<file path="config.mk">
export PLATFORM = sky130hd
export DESIGN_NAME = dos_ctrl
export DESIGN_NICKNAME = d
export VERILOG_FILES = /design/src/dos_pkg.sv /design/src/dos_ctrl.sv
export SDC_FILE = /design/constraint.sdc
export NUM_CORES = 1
export LEC_CHECK = 0
export BUFFER_PORTS_ARGS = -buffer_cell sky130_fd_sc_hd__buf_2
export CAP_MARGIN = 5
export CORE_MARGIN = 1
export CORE_UTILIZATION = 50
export DETAILED_ROUTE_END_ITERATION = 16
export GPL_TIMING_DRIVEN = 0
export PLACE_DENSITY = 0.76
export SLEW_MARGIN = 25
export SYNTH_ARGS = -nofsm -noshare
export SYNTH_HDL_FRONTEND = slang
export SYNTH_SLANG_ARGS = --single-unit
</file>
<file path="constraint.sdc">
create_clock -name pclk -period 1.69 [get_ports pclk]
set_input_delay 0.0845 -clock pclk [delete_from_list [all_inputs] [get_ports pclk]]
set_output_delay 0.0845 -clock pclk [all_outputs]
set_load 0.005 [all_outputs]
</file>
<file path="src/dos_pkg.sv">
package dos_pkg;

  // Register byte offsets on the APB slave
  localparam logic [11:0] DOS_OFF_DAC = 12'h000;
  localparam logic [11:0] DOS_OFF_CTRL = 12'h004;
  localparam logic [11:0] DOS_OFF_CLRCODE = 12'h008;
  localparam logic [11:0] DOS_OFF_SWCTL = 12'h00C;
  localparam logic [11:0] DOS_OFF_STATUS = 12'h010;

  // Converter width
  localparam int DOS_CODE_W = 18;
  localparam int DOS_MSB = DOS_CODE_W - 1;

  // Control register field positions
  localparam int DOS_CTRL_FBSEL = 1;
  localparam int DOS_CTRL_TRI = 2;
  localparam int DOS_CTRL_CLAMP = 3;
  localparam int DOS_CTRL_OFFBIN = 4;

  // Software control register bit positions
  localparam int DOS_SW_LOAD = 0;
  localparam int DOS_SW_CLEAR = 1;
  localparam int DOS_SW_RESET = 2;

  // Status register field positions
  localparam int DOS_ST_STATE = 18;
  localparam int DOS_ST_LOADPIN = 21;
  localparam int DOS_ST_CLRPIN = 22;

  // Reset values
  localparam logic DOS_RST_FBSEL = 1'b0;
  localparam logic DOS_RST_TRI = 1'b1;
  localparam logic DOS_RST_CLAMP = 1'b1;
  localparam logic DOS_RST_OFFBIN = 1'b0;
  // Twos complement code of the most negative value: negative reference
  localparam logic [17:0] DOS_RST_DAC = 18'h20000;
  localparam logic [17:0] DOS_RST_CLRCODE = 18'h00000;
  // Offset binary zero drives the negative reference
  localparam logic [17:0] DOS_RST_OUT = 18'h00000;

  // Control register fields
  typedef struct packed {
    logic offset_binary;
    logic output_clamp_bit;
    logic output_tristate_bit;
    logic feedback_resistor_select;
  } dos_ctrl_s;

  localparam dos_ctrl_s DOS_RST_CTRL = '{
    offset_binary: DOS_RST_OFFBIN,
    output_clamp_bit: DOS_RST_CLAMP,
    output_tristate_bit: DOS_RST_TRI,
    feedback_resistor_select: DOS_RST_FBSEL
  };

  // Output state of the converter, one-hot
  typedef enum logic [2:0] {
    DOS_OS_NORMAL = 3'b001,
    DOS_OS_CLAMP = 3'b010,
    DOS_OS_TRI = 3'b100
  } dos_state_e;

  // What the analog core sees
  typedef struct packed {
    dos_state_e state;
    logic feedback_resistor_select;
    logic [17:0] code;
  } dos_out_s;

endpackage

</file>
<file path="src/dos_ctrl.sv">
`timescale 1ns/1ps

// Overview of operation
// - Writing software reset bit as 1 returns all registers and output to power-on.
// - Software load request is ignored while the clear_to_code pin is low.
// - Power-on reset puts every register at its default value.
// - After power-on the output is tristate and clamped to ground.
// - Tristate and clamp hold until the host rewrites the control register.
// - With both cleared, output sits at negative reference unless reprogrammed.
// - Clamp wins; tristate alone gives tristate; both clear gives normal.
// - Tristate bit resets to 1; writing 0 with clamp also 0 selects normal operation.
module dos_ctrl (
  input wire logic pclk, // 250 MHz bus clock
  input wire logic presetn, // Async reset, active low
  input wire logic ce, // Clock enable, freezes all state when low
  input wire logic psel, // APB select
  input wire logic penable, // APB access phase
  input wire logic pwrite, // APB direction
  input wire logic [11:0] paddr, // APB byte address
  input wire logic [31:0] pwdata, // APB write data
  output logic [31:0] prdata, // APB read data
  output logic pready, // APB ready
  output logic pslverr, // APB error on unmapped address
  input wire logic load_update_n, // Load pin, active low
  input wire logic clear_to_code_n, // Clear pin, active low
  output dos_pkg::dos_out_s dac_out // State and code for analog core
);
  import dos_pkg::*;

  dos_ctrl_s ctrl_r, ctrl_nxt;
  logic [17:0] dac_r, dac_nxt;
  logic [17:0] clr_code_r, clr_code_nxt;
  logic [17:0] out_code_r, out_code_nxt;
  dos_state_e state_r, state_nxt;
  logic [31:0] prdata_r, prdata_nxt;

  logic setup_rd;
  logic acc_wr;
  logic mapped;
  logic sw_load;
  logic sw_clear;
  logic sw_reset;
  logic do_clear;
  logic do_load;

  // Output code in offset binary, the format of the resistor string
  function automatic logic [17:0] to_offbin(input logic [17:0] v,
                                            input logic offbin);
    logic [17:0] r;
    r = v;
    if (!offbin) begin
      r[DOS_MSB] = ~v[DOS_MSB];
    end
    return r;
  endfunction

  // Output state decode; clamp overrides tristate
  function automatic dos_state_e decode(input dos_ctrl_s c);
    dos_state_e s;
    if (c.output_clamp_bit) begin
      s = DOS_OS_CLAMP;
    end else if (c.output_tristate_bit) begin
      s = DOS_OS_TRI;
    end else begin
      s = DOS_OS_NORMAL;
    end
    return s;
  endfunction

  logic hit_dac;
  logic hit_ctrl;
  logic hit_clr;
  logic hit_sw;
  logic hit_status;
  logic wr_dac;
  logic wr_ctrl;
  logic wr_clr;
  logic [17:0] wdata_code;
  dos_ctrl_s wdata_ctrl;
  logic [31:0] view_dac;
  logic [31:0] view_ctrl;
  logic [31:0] view_clr;
  logic [31:0] view_status;
  logic [31:0] rd_word;

  // One hit per register
  // Full compare, so aliased addresses stay unmapped
  always_comb begin
    hit_dac = (paddr == DOS_OFF_DAC);
    hit_ctrl = (paddr == DOS_OFF_CTRL);
    hit_clr = (paddr == DOS_OFF_CLRCODE);
    hit_sw = (paddr == DOS_OFF_SWCTL);
    hit_status = (paddr == DOS_OFF_STATUS);
  end

  // Transfer phases; no wait states while enabled
  always_comb begin
    mapped = hit_dac || hit_ctrl || hit_clr || hit_sw || hit_status;
    setup_rd = psel && !penable && !pwrite;
    acc_wr = psel && penable && pwrite && mapped;
  end

  // Handshake; stalled bus follows the frozen clock enable
  assign pready = ce;
  assign pslverr = psel && penable && !mapped;
  assign prdata = prdata_r;

  // Write strobes; status is read-only and ignores writes
  // Software control bits are strobes, never stored
  always_comb begin
    wr_dac = acc_wr && hit_dac;
    wr_ctrl = acc_wr && hit_ctrl;
    wr_clr = acc_wr && hit_clr;
    sw_load = acc_wr && hit_sw && pwdata[DOS_SW_LOAD];
    sw_clear = acc_wr && hit_sw && pwdata[DOS_SW_CLEAR];
    sw_reset = acc_wr && hit_sw && pwdata[DOS_SW_RESET];
  end

  // Write data split into register fields
  always_comb begin
    wdata_code = pwdata[DOS_MSB:0];
    wdata_ctrl.feedback_resistor_select = pwdata[DOS_CTRL_FBSEL];
    wdata_ctrl.output_tristate_bit = pwdata[DOS_CTRL_TRI];
    wdata_ctrl.output_clamp_bit = pwdata[DOS_CTRL_CLAMP];
    wdata_ctrl.offset_binary = pwdata[DOS_CTRL_OFFBIN];
  end

  // Pins act like held soft strobes; clear pin beats every load
  // Soft clear is ignored while the load pin is held low
  always_comb begin
    do_clear = !clear_to_code_n || (sw_clear && load_update_n);
    do_load = (!load_update_n || sw_load) && clear_to_code_n;
  end

  // Control register; tristate and clamp leave power-on only here
  // Soft reset beats a same-cycle write
  always_comb begin
    ctrl_nxt = ctrl_r;
    if (sw_reset) begin
      ctrl_nxt = DOS_RST_CTRL;
    end else if (wr_ctrl) begin
      ctrl_nxt = wdata_ctrl;
    end
  end

  // Control register state; power-on is tristate and clamped
  always_ff @(posedge pclk or negedge presetn) begin
    if (!presetn) begin
      ctrl_r <= DOS_RST_CTRL;
    end else if (ce) begin
      ctrl_r <= ctrl_nxt;
    end
  end

  // Input register; a clear overwrites a same-cycle host write
  always_comb begin
    dac_nxt = dac_r;
    if (sw_reset) begin
      dac_nxt = DOS_RST_DAC;
    end else if (do_clear) begin
      dac_nxt = clr_code_nxt;
    end else if (wr_dac) begin
      dac_nxt = wdata_code;
    end
  end

  // Input register state; reset value maps to negative reference
  always_ff @(posedge pclk or negedge presetn) begin
    if (!presetn) begin
      dac_r <= DOS_RST_DAC;
    end else if (ce) begin
      dac_r <= dac_nxt;
    end
  end

  // Clear code register
  always_comb begin
    clr_code_nxt = clr_code_r;
    if (sw_reset) begin
      clr_code_nxt = DOS_RST_CLRCODE;
    end else if (wr_clr) begin
      clr_code_nxt = wdata_code;
    end
  end

  // Clear code register state
  always_ff @(posedge pclk or negedge presetn) begin
    if (!presetn) begin
      clr_code_r <= DOS_RST_CLRCODE;
    end else if (ce) begin
      clr_code_r <= clr_code_nxt;
    end
  end

  // Output code; loads convert with the coding of the same cycle
  // A held load pin lets a same-cycle write pass straight through
  always_comb begin
    out_code_nxt = out_code_r;
    if (sw_reset) begin
      out_code_nxt = DOS_RST_OUT;
    end else if (do_clear) begin
      out_code_nxt = to_offbin(clr_code_nxt, ctrl_nxt.offset_binary);
    end else if (do_load) begin
      out_code_nxt = to_offbin(dac_nxt, ctrl_nxt.offset_binary);
    end
  end

  // Output code state; zero is the negative reference
  always_ff @(posedge pclk or negedge presetn) begin
    if (!presetn) begin
      out_code_r <= DOS_RST_OUT;
    end else if (ce) begin
      out_code_r <= out_code_nxt;
    end
  end

  // Output state follows the control bits of the same edge
  // Registered so the analog switches never see decode glitches
  always_comb begin
    state_nxt = decode(ctrl_nxt);
  end

  // Output state register
  always_ff @(posedge pclk or negedge presetn) begin
    if (!presetn) begin
      state_r <= DOS_OS_CLAMP;
    end else if (ce) begin
      state_r <= state_nxt;
    end
  end

  // Read view of the input register
  always_comb begin
    view_dac = 32'h00000000;
    view_dac[DOS_MSB:0] = dac_r;
  end

  // Read view of the control register
  always_comb begin
    view_ctrl = 32'h00000000;
    view_ctrl[DOS_CTRL_FBSEL] = ctrl_r.feedback_resistor_select;
    view_ctrl[DOS_CTRL_TRI] = ctrl_r.output_tristate_bit;
    view_ctrl[DOS_CTRL_CLAMP] = ctrl_r.output_clamp_bit;
    view_ctrl[DOS_CTRL_OFFBIN] = ctrl_r.offset_binary;
  end

  // Read view of the clear code register
  always_comb begin
    view_clr = 32'h00000000;
    view_clr[DOS_MSB:0] = clr_code_r;
  end

  // Status view; pins shown raw for board debug
  always_comb begin
    view_status = 32'h00000000;
    view_status[DOS_MSB:0] = out_code_r;
    view_status[DOS_ST_STATE +: 3] = state_r;
    view_status[DOS_ST_LOADPIN] = load_update_n;
    view_status[DOS_ST_CLRPIN] = clear_to_code_n;
  end

  // Read mux; write-only and unmapped addresses read zero
  always_comb begin
    unique case (paddr)
      DOS_OFF_DAC: rd_word = view_dac;
      DOS_OFF_CTRL: rd_word = view_ctrl;
      DOS_OFF_CLRCODE: rd_word = view_clr;
      DOS_OFF_STATUS: rd_word = view_status;
      default: rd_word = 32'h00000000;
    endcase
  end

  // Read data captured in setup, presented in access
  // Costs a flop stage but keeps prdata off the address path
  always_comb begin
    prdata_nxt = prdata_r;
    if (setup_rd) begin
      prdata_nxt = rd_word;
    end
  end

  // Read data register
  always_ff @(posedge pclk or negedge presetn) begin
    if (!presetn) begin
      prdata_r <= 32'h00000000;
    end else if (ce) begin
      prdata_r <= prdata_nxt;
    end
  end

  // Outputs straight from flip-flops
  always_comb begin
    dac_out.state = state_r;
    dac_out.feedback_resistor_select = ctrl_r.feedback_resistor_select;
    dac_out.code = out_code_r;
  end

endmodule

</file>
# [After elaboration in Yosys (flattened, before gate mapping)]
# Cells that the tools add are included.
[word_totals] latch_bits=0 elab_cells=62 reg_bits=93 mem_count=0 romBits=0 mem_bits_rw=0
[classes] add_sub_neg=0 div_mod_pow=0 n_shift=0 magnitude_cmp=0 bitwise=2 n_mul=0 n_mux=15 reduce_logical=32 n_eq_ne=4
[ops] cell="18-bit 2-to-1 mux" n=8
[ops] cell="23-bit one-hot mux with 4 select lines" n=1
[ops] cell="12-bit by 4-bit == test with 1-bit output (second input constant)" n=2
[ops] cell="1-bit logical AND" n=15
[ops] cell="12-bit by 3-bit == test with 1-bit output (second input constant)" n=1
[ops] cell="12-bit by 5-bit == test with 1-bit output (second input constant)" n=1
[ops] cell="12-bit zero test" n=1
[ops] cell="4-bit 2-to-1 mux" n=2
[ops] cell="1-bit logical OR" n=6
[ops] cell="3-bit 2-to-1 mux" n=2
[ops] cell="2-bit AND reduction" n=3
[ops] cell="1-bit zero test" n=5
[ops] cell="3-bit nonzero test" n=1
[ops] cell="1-bit 2-to-1 mux" n=2
[ops] cell="1-bit inverter" n=2
[ops] cell="2-bit nonzero test" n=1

# [Longest topological paths before layout]
# Gate-level depths: netlist (run 1).
[depth] ltp_word=17 ltp_mapped=9

# [Worst setup path after synthesis (run 1)]
# OpenSTA, ideal clock, no wires.
[synth_timing] kind="input to register" from="in paddr[7]" to="reg clr_code_r[10]" required_time_ns=1.569 path_buffers=2 setup_slack_ns=-0.120 setup_time_ns=0.121 t_arrival_ns=1.689 stages=8 cell_sequence="nor4_4 > nand2_2 > nor3_4 > inv_2 > a21o_1 > buf_4 > buf_4 > a22o_1"
[synth_via] elab_chain_cells=9 word_cells_on_any_way=15 cone_classes="eq/ne: 4; mux: 2; reduce/logical: 9"
[synth_lines] item="from (decl)" line_no="dos_ctrl.sv:19" rtl="input wire logic [11:0] paddr,"
[synth_lines] item="12-bit by 3-bit == test with 1-bit output or 12-bit zero test (tied branches)" line_no="dos_ctrl.sv:90, dos_ctrl.sv:89"
[synth_lines] item="1-bit logical OR (4 in a row)" line_no="dos_ctrl.sv:98" rtl="mapped = hit_dac || hit_ctrl || hit_clr || hit_sw || hit_status;"
[synth_lines] item="1-bit logical AND" line_no="dos_ctrl.sv:100" rtl="acc_wr = psel && penable && pwrite && mapped;"
[synth_lines] item="1-bit logical AND, on equally long branches" line_no="dos_ctrl.sv:113, dos_ctrl.sv:116"
[synth_lines] item="18-bit 2-to-1 mux or 1-bit logical AND (tied branches)" line_no="dos_ctrl.sv:181, dos_ctrl.sv:116"
[synth_lines] item="18-bit 2-to-1 mux (*)" line_no="dos_ctrl.sv:179" rtl="if (sw_reset) begin"
[synth_lines] item="to (signal assigned)" line_no="dos_ctrl.sv:191" rtl="clr_code_r <= clr_code_nxt;"
[synth_lines] item="to (decl)" line_no="dos_ctrl.sv:32" rtl="logic [17:0] clr_code_r, clr_code_nxt;"
# Every way passes the cells marked *; elsewhere a longest branch is shown, timed or not.
# A chain may end at the register's enable or synchronous reset.

# [Final worst setup path (run 1)]
[layout_timing] from="in paddr[4]" to="reg out_code_r[14]"
[layout_via] elab_chain_cells=15 word_cells_on_any_way=30 cone_classes="eq/ne: 4; mux: 8; reduce/logical: 18"
[layout_lines] item="12-bit by 3-bit == test with 1-bit output or 12-bit zero test (tied branches)" line_no="dos_ctrl.sv:90, dos_ctrl.sv:89"
[layout_lines] item="1-bit logical OR (4 in a row)" line_no="dos_ctrl.sv:98"
[layout_lines] item="1-bit logical AND" line_no="dos_ctrl.sv:100"
[layout_lines] item="1-bit logical AND" line_no="dos_ctrl.sv:114, dos_ctrl.sv:115, dos_ctrl.sv:116"
[layout_lines] item="1-bit logical AND" line_no="dos_ctrl.sv:115" rtl="sw_clear = acc_wr && hit_sw && pwdata[DOS_SW_CLEAR];"
[layout_lines] item="1-bit logical AND" line_no="dos_ctrl.sv:131" rtl="do_clear = !clear_to_code_n || (sw_clear && load_update_n);"
[layout_lines] item="1-bit logical OR" line_no="dos_ctrl.sv:131"
[layout_lines] item="18-bit 2-to-1 mux" line_no="dos_ctrl.sv:160" rtl="end else if (do_clear) begin"
[layout_lines] item="18-bit 2-to-1 mux" line_no="dos_ctrl.sv:158" rtl="if (sw_reset) begin"
[layout_lines] item="18-bit 2-to-1 mux" line_no="dos_ctrl.sv:203" rtl="end else if (do_load) begin"
[layout_lines] item="18-bit 2-to-1 mux" line_no="dos_ctrl.sv:201" rtl="end else if (do_clear) begin"
[layout_lines] item="18-bit 2-to-1 mux" line_no="dos_ctrl.sv:199" rtl="if (sw_reset) begin"
[layout_lines] item="to (signal assigned)" line_no="dos_ctrl.sv:213" rtl="out_code_r <= out_code_nxt;"
[layout_lines] item="to (decl)" line_no="dos_ctrl.sv:33" rtl="logic [17:0] out_code_r, out_code_nxt;"
# Several ways; a longest one is shown, not always the timed one. The select of a mux whose other input is x is not followed.

==> reports/qor.yml, run 1 <==
status: "finished, violations left"
violations: "setup timing"
io_pins: 108
critPathMaxFanout: 10
finalPower_uw: 4410
fin_util_pct: 68.5
reg2reg_to: "out_code_r[17]"
ys_top_cells_by_count: "dfrtp_1 (80), nand2_1 (42), mux2_2 (41)"
reg2reg_from: "ctrl_r[3]"
critical_path_class: "input pin to register"
worstSetupStartpointType: "input pin"
dr.pass1.iters: 6
syn_to_final_growth_pct: 31.0
synth-seq-cells: 83
gp_congestion: 0.865
ant_nets: 0
dp_hpwl_mm: 8.14
rr_worst_depth: 4
cts-buffers-inserted: 9
final_max_slew_viol_count: 0
hold_viol_final: 0
synthArstFlopShare_pct: 100
clk_latency_ps: 360
wirelength_mm: 12.7
initial_core_util_pct: 52.3
timing.critical_path.mode_cell: "buf_2"
fillers: 633
worstPathCellList: "buf_2, and4b_1, nand3_1, nor3_1, o21ai_4, buf_2, mux2_4"
required_ps: 1940
finalSetupTns_ps: -116
endpoint: "out_code_r[14]"
synth_warnings: 0
wl_met2_mm: 6.08
grt_overflow_total: 0
cts.sinks: 83
worst_ep_arrival_time_ps: 1990
finalCritPeriodShare_pct: 103
post-place-ws_ps: -619
period_minus_slack_ps: 1730
cts_tree: "built"
synth_top_area_share_pct: 45.9
met3_length_um: 907
rows: 33
dieWidth_um: 95.4
clk_pin_slew_ps: 90
seq_area_um2: 2080
synth_cells: 405
cp-end-kind: "register"
grt_pass1_wl_mm: 19.4
max_freq_ghz: 0.577
multiInputGateArea_um2: 2230
n_antenna_cell: 0
grt_max_degree: 43
wire_per_inst_um: 19.6
hp-class: "input pin to register"
finalNetCount: 592
coreArea_um2: 8340
ys.flop_type: "dfrtp_1"
topRoutingLayerUsed: "met4"
finalWorstSetupSlack_ps: -43.7
die_h_um: 95.4
r2r_slack_ps: 410
grt_pass1_vias: 3720
met1_length_mm: 5.42
power.density_nw_per_um2: 772
antenna_found_initial: 0
synth-edff-count: 0
grt_setup_unrepaired: "true"
cap_viol_max_count: 0
drt_iter0_markers: 403
ys_top_cells_by_area: "dfrtp_1 (46%), mux2_2 (11%), mux2i_1 (4.6%)"
grt_usage_pct: 28.3
routed-via-count: 3967
vias_per_cell: 6.10
syn_avg_cell_area_um2: 10.8
yosys.area.top_type: "dfrtp_1"
critPathSlowestCell: "nor3_1"
p_leak_uw: 0.00285
route.detailed.drc: 0
yosysUniqueCellTypes: 50
port_buffers: 82
slowest_delay_ps: 440
max_slew_margin_pct: 46.7
tightest_slew_ps: 797
setup_viol: 5
synth.most_common_cell: "dfrtp_1"
clock_skew_ps: 11.1
startpoint: "paddr[4]"
clockBufferDepth: 2
netlist_area_um2: 4370
drive_gt1_share_pct: 41.8
synth_seq_area_share_pct: 47.7
cts-root-buf: "clkbuf_8"
dieArea_um2: 9110
htree_levels: 3
ir_worst_vdd_uv: 356
==> state kept, by name (all words and copies together) (netlist names) <==
signal	flops
clr_code_r	18
ctrl_r	2
dac_out	1
dac_r	18
out_code_r	18
prdata	23
state_r	3
==> final cells by class <==
type | instances | area share [%]
multi-input cells | 284 | 39.1
flip-flops and latches | 83 | 36.4
inverters | 6 | 0.394
plain buffers | 39 | 4.95
repair buffers | 117 | 13.1
clock buffers | 11 | 2.65
well taps | 105 | 2.30
clock inverters | 5 | 1.14
==> through the flow <==
step,area (µm²),instances,hold WS (ps)
floorplan,4470,413,-211
global route,5720,650,10.1
finish,5720,650,3.52
detailed placement,5040,601,114
global placement,5010,600,334
CTS,5470,638,1.29
==> layout by cell type (no fill, tap or decap), types with 9 or more instances in the layout <==
cell type      instances
buf_2                 83
dfrtp_1               80
nand2_1               42
mux2_2                31
buf_4                 30
o21ai_0               22
nor2_1                22
a22o_1                21
mux2i_1               19
a222oi_1              18
dlygate4sd3_1         15
buf_6                 13
clkbuf_8              11
mux2_4                10
nand3_1                9
a211oi_2               9
conb_1                 9
==> timing repair <==
item                                   4_1_cts  5_1_grt
pin swaps                                    2        6
gates cloned                                 0        2
resized for setup                            6       45
hold buffers                                15        0
setup buffers                                6       11
endpoints found under the hold margin       52        0
setup endpoints to repair                   61       59
==> how the worst min path moves through the flow <==
| stage | slack, ps | to | depth (start not counted) | start |
|---|---|---|---|---|
| floorplan | -210 | clr_code_r[0] | 0 | presetn |
| global placement | 330 | clr_code_r[12] | 2 | pwdata[12] |
| detailed placement | 110 | prdata[22] | 1 | presetn |
| CTS | 1 | state_r[1] | 3 | pwdata[3] |
| global route | 10 | clr_code_r[6] | 2 | pwdata[6] |
| finish | 4 | state_r[1] | 3 | pwdata[3] |
==> where the power goes <==
part | switching, µW | total (µW) | internal [µW]
Combinational | 319 | 645 | 327
Sequential | 89.1 | 2190 | 2100
Clock | 795 | 1580 | 783
Total | 1200 | 4410 | 3210
==> layer usage <==
| metal | GRT usage, % | vias up |
|---|---|---|
| met5 | 0 | - |
| met1 | 40.0 | 1969 |
| li1 | - | 1777 |
| met3 | 3.35 | 32 |
| met4 | 12.1 | 0 |
| met2 | 44.0 | 189 |
==> logic make-up (layout without fill, tap and decap cells) <==
| kind of cell | Yosys count | in the layout | synth area share, % |
|---|---|---|---|
| AND/OR/NAND/NOR | 110 | 110 | 13.2 |
| AO/OA/AOI/OAI | 101 | 101 | 17.4 |
| flip-flops | 83 | 83 | 47.7 |
| multiplexers | 61 | 61 | 15.2 |
| buffers and inverters | 46 | 178 | 5.85 |
| XOR/XNOR | 2 | 2 | 0.401 |
| adder cells (fa/ha/maj) | 1 | 1 | 0.229 |
| other | 1 | 9 | 0.0859 |
==> worst max-delay path: cells and delay by family <==
kind,cells,cell delay (ps)
simple gates,3,960
buf+inv,2,430
mux,1,320
compound gates,1,200
(Power assumes the default switching activity.)
==> run 2, diff against run 1 <==
--- a/config.mk
+++ b/config.mk
@@ -8,10 +8,10 @@
 export BUFFER_PORTS_ARGS = -buffer_cell sky130_fd_sc_hd__buf_2
 export CAP_MARGIN = 5
 export CORE_MARGIN = 1
-export CORE_UTILIZATION = 50
+export CORE_UTILIZATION = 45
 export DETAILED_ROUTE_END_ITERATION = 16
 export GPL_TIMING_DRIVEN = 0
-export PLACE_DENSITY = 0.76
+export PLACE_DENSITY = 0.69
 export SLEW_MARGIN = 25
 export SYNTH_ARGS = -nofsm -noshare
 export SYNTH_HDL_FRONTEND = slang
==> reports/qor.yml, run 2 (synthesis results as in run 1) <==
coreArea_um2: 9330
placed_cell_area_um2: 5080
cp-end-kind: "register"
startpoint: "paddr[6]"
largest_register_ffs: 23
final_cell_mix: "buf_2 (86), dfrtp_1 (80), nand2_1 (42), mux2_2 (33)"
vias_per_cell: 5.75
finalNetCount: 591
fin_util_pct: 61.0
clk_latency_ps: 350
route.detailed.drc: 0
finalCritPeriodShare_pct: 100
htree_levels: 3
period_minus_slack_ps: 1700
grt_overflow_total: 0
drive_gt1_share_pct: 40.1
p_leak_uw: 0.00282
met3_length_um: 645
initial_core_util_pct: 46.8
routed-via-count: 3869
hp-class: "input pin to register"
port_buffers: 82
dieWidth_um: 100
cap_viol_max_count: 0
endpoint: "dac_r[7]"
drt_iter0_markers: 295
grt_pass1_wl_mm: 19.8
wirelength_mm: 12.6
grt_usage_pct: 25.8
grt_max_degree: 51
critical_path_class: "input pin to register"
clockBufferDepth: 2
tightest_slew_ps: 846
finalWorstSetupSlack_ps: -6.87
cts_tree: "built"
mostFrequentLayoutCell: "buf_2"
cts.sinks: 83
power.density_nw_per_um2: 716
post-place-ws_ps: -638
grt_pass1_vias: 3812
syn_to_final_growth_pct: 30.4
ant_nets: 0
max_slew_margin_pct: 43.4
reg2reg_from: "dac_r[15]"
finalSetupTns_ps: -6.87
cts-buffers-inserted: 9
worstSetupStartpointType: "input pin"
setup_viol: 1
clk_pin_slew_ps: 80
io_pins: 108
die_h_um: 100
status: "finished, violations left"
dieArea_um2: 10100
reg2reg_to: "out_code_r[15]"
met1_length_mm: 5.65
wl_met2_mm: 6.09
final_max_slew_viol_count: 0
rows: 35
cts-root-buf: "clkbuf_8"
topRoutingLayerUsed: "met4"
clock_skew_ps: 4.71
gp_congestion: 0.876
critPathMaxFanout: 7
antenna_found_initial: 0
violations: "setup timing"
required_ps: 1980
wire_per_inst_um: 18.7
grt_setup_unrepaired: "true"
dp_hpwl_mm: 8.38
dr.pass1.iters: 6
worst_ep_arrival_time_ps: 1990
hold_viol_final: 0
max_freq_ghz: 0.589
rr_worst_depth: 4
r2r_slack_ps: 430
fin_area_um2: 5690
ir_worst_vdd_uv: 333
==> run 2: timing repair <==
action	CTS	global route
gates resized for setup	10	29
pin swaps	4	4
endpoints found under the setup margin	61	62
gates cloned	1	3
setup buffers	3	11
hold endpoints to repair	47	0
hold buffers	15	0
==> run 2: critical path: stages <==
cell      delay [ps]
buf_4            120
nor4_4           300
buf_6            170
nand3_4          130
o31ai_4          340
buf_6            200
buf_4            120
nor2_1            30
a211oi_1         280
mux2_2           210
==> run 2: layout make-up <==
type / instances / area (µm²)
antenna: 1 / 2.50
buffer: 39 / 282
clock buffer: 10 / 128
clock inverter: 5 / 31.3
fill: 797 / 3640
inverter: 6 / 22.5
multi-input combinational: 284 / 2210
sequential: 83 / 2080
tap: 129 / 161
timing repair buffer: 116 / 772
==> run 2: routing by layer <==
| metal | vias up | GRT usage (%) |
|---|---|---|
| met3 | 22 | 3.95 |
| met4 | 0 | 8.92 |
| met5 | - | 0 |
| met2 | 143 | 41.8 |
| li1 | 1767 | - |
| met1 | 1937 | 35.3 |
==> run 2: worst min-delay path by stage <==
stage               slack (ps)  cells past startpoint             to             from
global route                10                      3     prdata[22]  clear_to_code_n
global placement           340                      2         pready               ce
finish                      20                      3     state_r[1]        pwdata[3]
CTS                        0.3                      3     state_r[1]        pwdata[3]
floorplan                 -210                      0  clr_code_r[0]          presetn
detailed placement          70                      1      prdata[4]          presetn
==> run 2: report_power, final <==
group          total [µW]  internal (µW)  leakage, µW  switching [µW]
Clock                1230            521    0.0000819             713
Sequential           2190           2100      0.00110            88.7
Combinational         648            334      0.00163             314
==> run 2: metrics by stage <==
stage	total power, µW	instances	hold WS [ps]
3_5_place_dp	2790	625	72.0
6_report	4070	673	17.0
5_1_grt	4250	672	11.2
2_1_floorplan	2520	413	-211
3_3_place_gp	2760	624	336
4_1_cts	4050	659	0.328
==> run 3, diff against run 2 <==
--- a/config.mk
+++ b/config.mk
@@ -7,6 +7,7 @@
 export LEC_CHECK = 0
 export BUFFER_PORTS_ARGS = -buffer_cell sky130_fd_sc_hd__buf_2
 export CAP_MARGIN = 5
+export CORE_ASPECT_RATIO = 0.5
 export CORE_MARGIN = 1
 export CORE_UTILIZATION = 45
 export DETAILED_ROUTE_END_ITERATION = 16
==> reports/qor.yml, run 3 (synthesis results as in run 1) <==
status: "completed"
reg2reg_from: "ctrl_r[3]"
holdPathEnd: "prdata[21]"
finalSetupTns_ps: 0
final_cell_mix: "buf_2 (82), dfrtp_1 (80), nand2_1 (42), buf_4 (31), mux2_2 (30)"
wire_per_inst_um: 19.0
ir_worst_vdd_uv: 575
fin_util_pct: 65.6
instances_no_fill: 674
dp_hpwl_mm: 8.43
clk_latency_ps: 350
grt_setup_unrepaired: "true"
cp-end-kind: "register"
clock_skew_ps: 10.8
cap_viol_max_count: 0
largest_register_ffs: 23
port_buffers: 82
critical_path_class: "input pin to register"
seq_area_um2: 2080
post-place-ws_ps: -649
mostFrequentLayoutCell: "buf_2"
period_minus_slack_ps: 1660
hp-class: "input pin to register"
rr_worst_depth: 3
grt_overflow_total: 0
fillers: 736
reg2reg_to: "prdata[4]"
worstPathCellList: "buf_2, and4b_1, nand3_1, nor3_2, o21ai_4, clkbuf_4, mux2_2"
r2r_slack_ps: 410
grt_max_degree: 49
dieWidth_um: 141
dieArea_um2: 10100
multiInputGateArea_um2: 2310
route.detailed.drc: 0
hold_viol_final: 0
required_ps: 1920
clockBufferDepth: 2
cts_tree: "built"
vias_per_cell: 5.74
coreArea_um2: 9040
grt_pass1_wl_mm: 19.7
min_from: "load_update_n"
n_antenna_cell: 0
dr.pass1.iters: 6
grt_pass1_vias: 3684
critPathSlowestCell: "o21ai_4"
holdPathStages: 3
power.density_nw_per_um2: 829
antenna_found_initial: 0
setup_viol: 0
max_freq_ghz: 0.601
placed_cells: 627
max_slew_margin_pct: 44.6
slowest_delay_ps: 380
finalWorstSetupSlack_ps: 26.8
htree_levels: 3
rows: 24
drive_gt1_share_pct: 44.7
final_max_slew_viol_count: 0
ant_nets: 0
cts.sinks: 83
worstSetupStartpointType: "input pin"
cts-root-buf: "clkbuf_16"
gp_congestion: 0.838
grt_usage_pct: 26.0
wirelength_mm: 12.8
io_pins: 108
tightest_slew_ps: 831
drt_iter0_markers: 374
clk_pin_slew_ps: 60
cts-buffers-inserted: 9
die_h_um: 71.6
crit_buf_inv: 2
path_delay_family: "buffers and inverters"
syn_to_final_growth_pct: 35.9
finalCritPeriodShare_pct: 98.4
worst_ep_arrival_time_ps: 1890
critPathMaxFanout: 10
initial_core_util_pct: 48.3
finalNetCount: 591
routed-via-count: 3869
p_leak_uw: 0.00291
## run 3: power by group
group	total [µW]	switching, µW	internal (µW)
Combinational	675	328	347
Sequential	2190	88.3	2100
Clock	2050	823	1230
Total	4920	1240	3680
## run 3: what timing repair did
item,4_1_cts,5_1_grt
resized for setup,10,68
gates cloned,0,1
hold buffers,12,0
buffers inserted,6,13
endpoints found under the setup margin,66,66
hold endpoints to repair,44,0
pin swaps,2,9
## run 3: tightest hold or removal path: stages
cell and delay (ps):
buf_2 130, nand3_1 60, nand2_1 50
## run 3: cell type report
cell class	instances	share of cell area [%]
well taps	130	2.74
clock buffers	11	4.26
repair buffers	116	12.6
multi-input cells	284	38.9
flip-flops and latches	83	35.1
inverters	6	0.380
clock inverters	5	0.992
plain buffers	39	5.04
## run 3: worst max-delay path by stage
stage	start	to	slack [ps]	cells after the start
global placement	paddr[8]	prdata[16]	-620	7
finish	paddr[4]	out_code_r[12]	30	7
CTS	paddr[7]	out_code_r[3]	-5	10
floorplan	paddr[8]	out_code_r[6]	-30	8
global route	paddr[4]	out_code_r[4]	-80	9
detailed placement	paddr[8]	prdata[12]	-650	7
## run 3: routing by layer
layer  routed length, µm  vias up  GRT usage [%]
met4                 125        0           8.09
met5                   0        -              0
li1                    -     1772              -
met1                5680     1896           36.6
met2                5930      188           40.2
met3                1080       13           5.95
## run 3: through the flow
stage / power [µW] / area, µm² / hold WS, ps
final: 4920 / 5930 / 9.45
after CTS: 4860 / 5590 / 1.92
after global routing: 5070 / 5930 / 10.2
after global placement: 2770 / 5040 / 336
after detailed placement: 2790 / 5080 / 87.3
after floorplan: 2520 / 4470 / -211
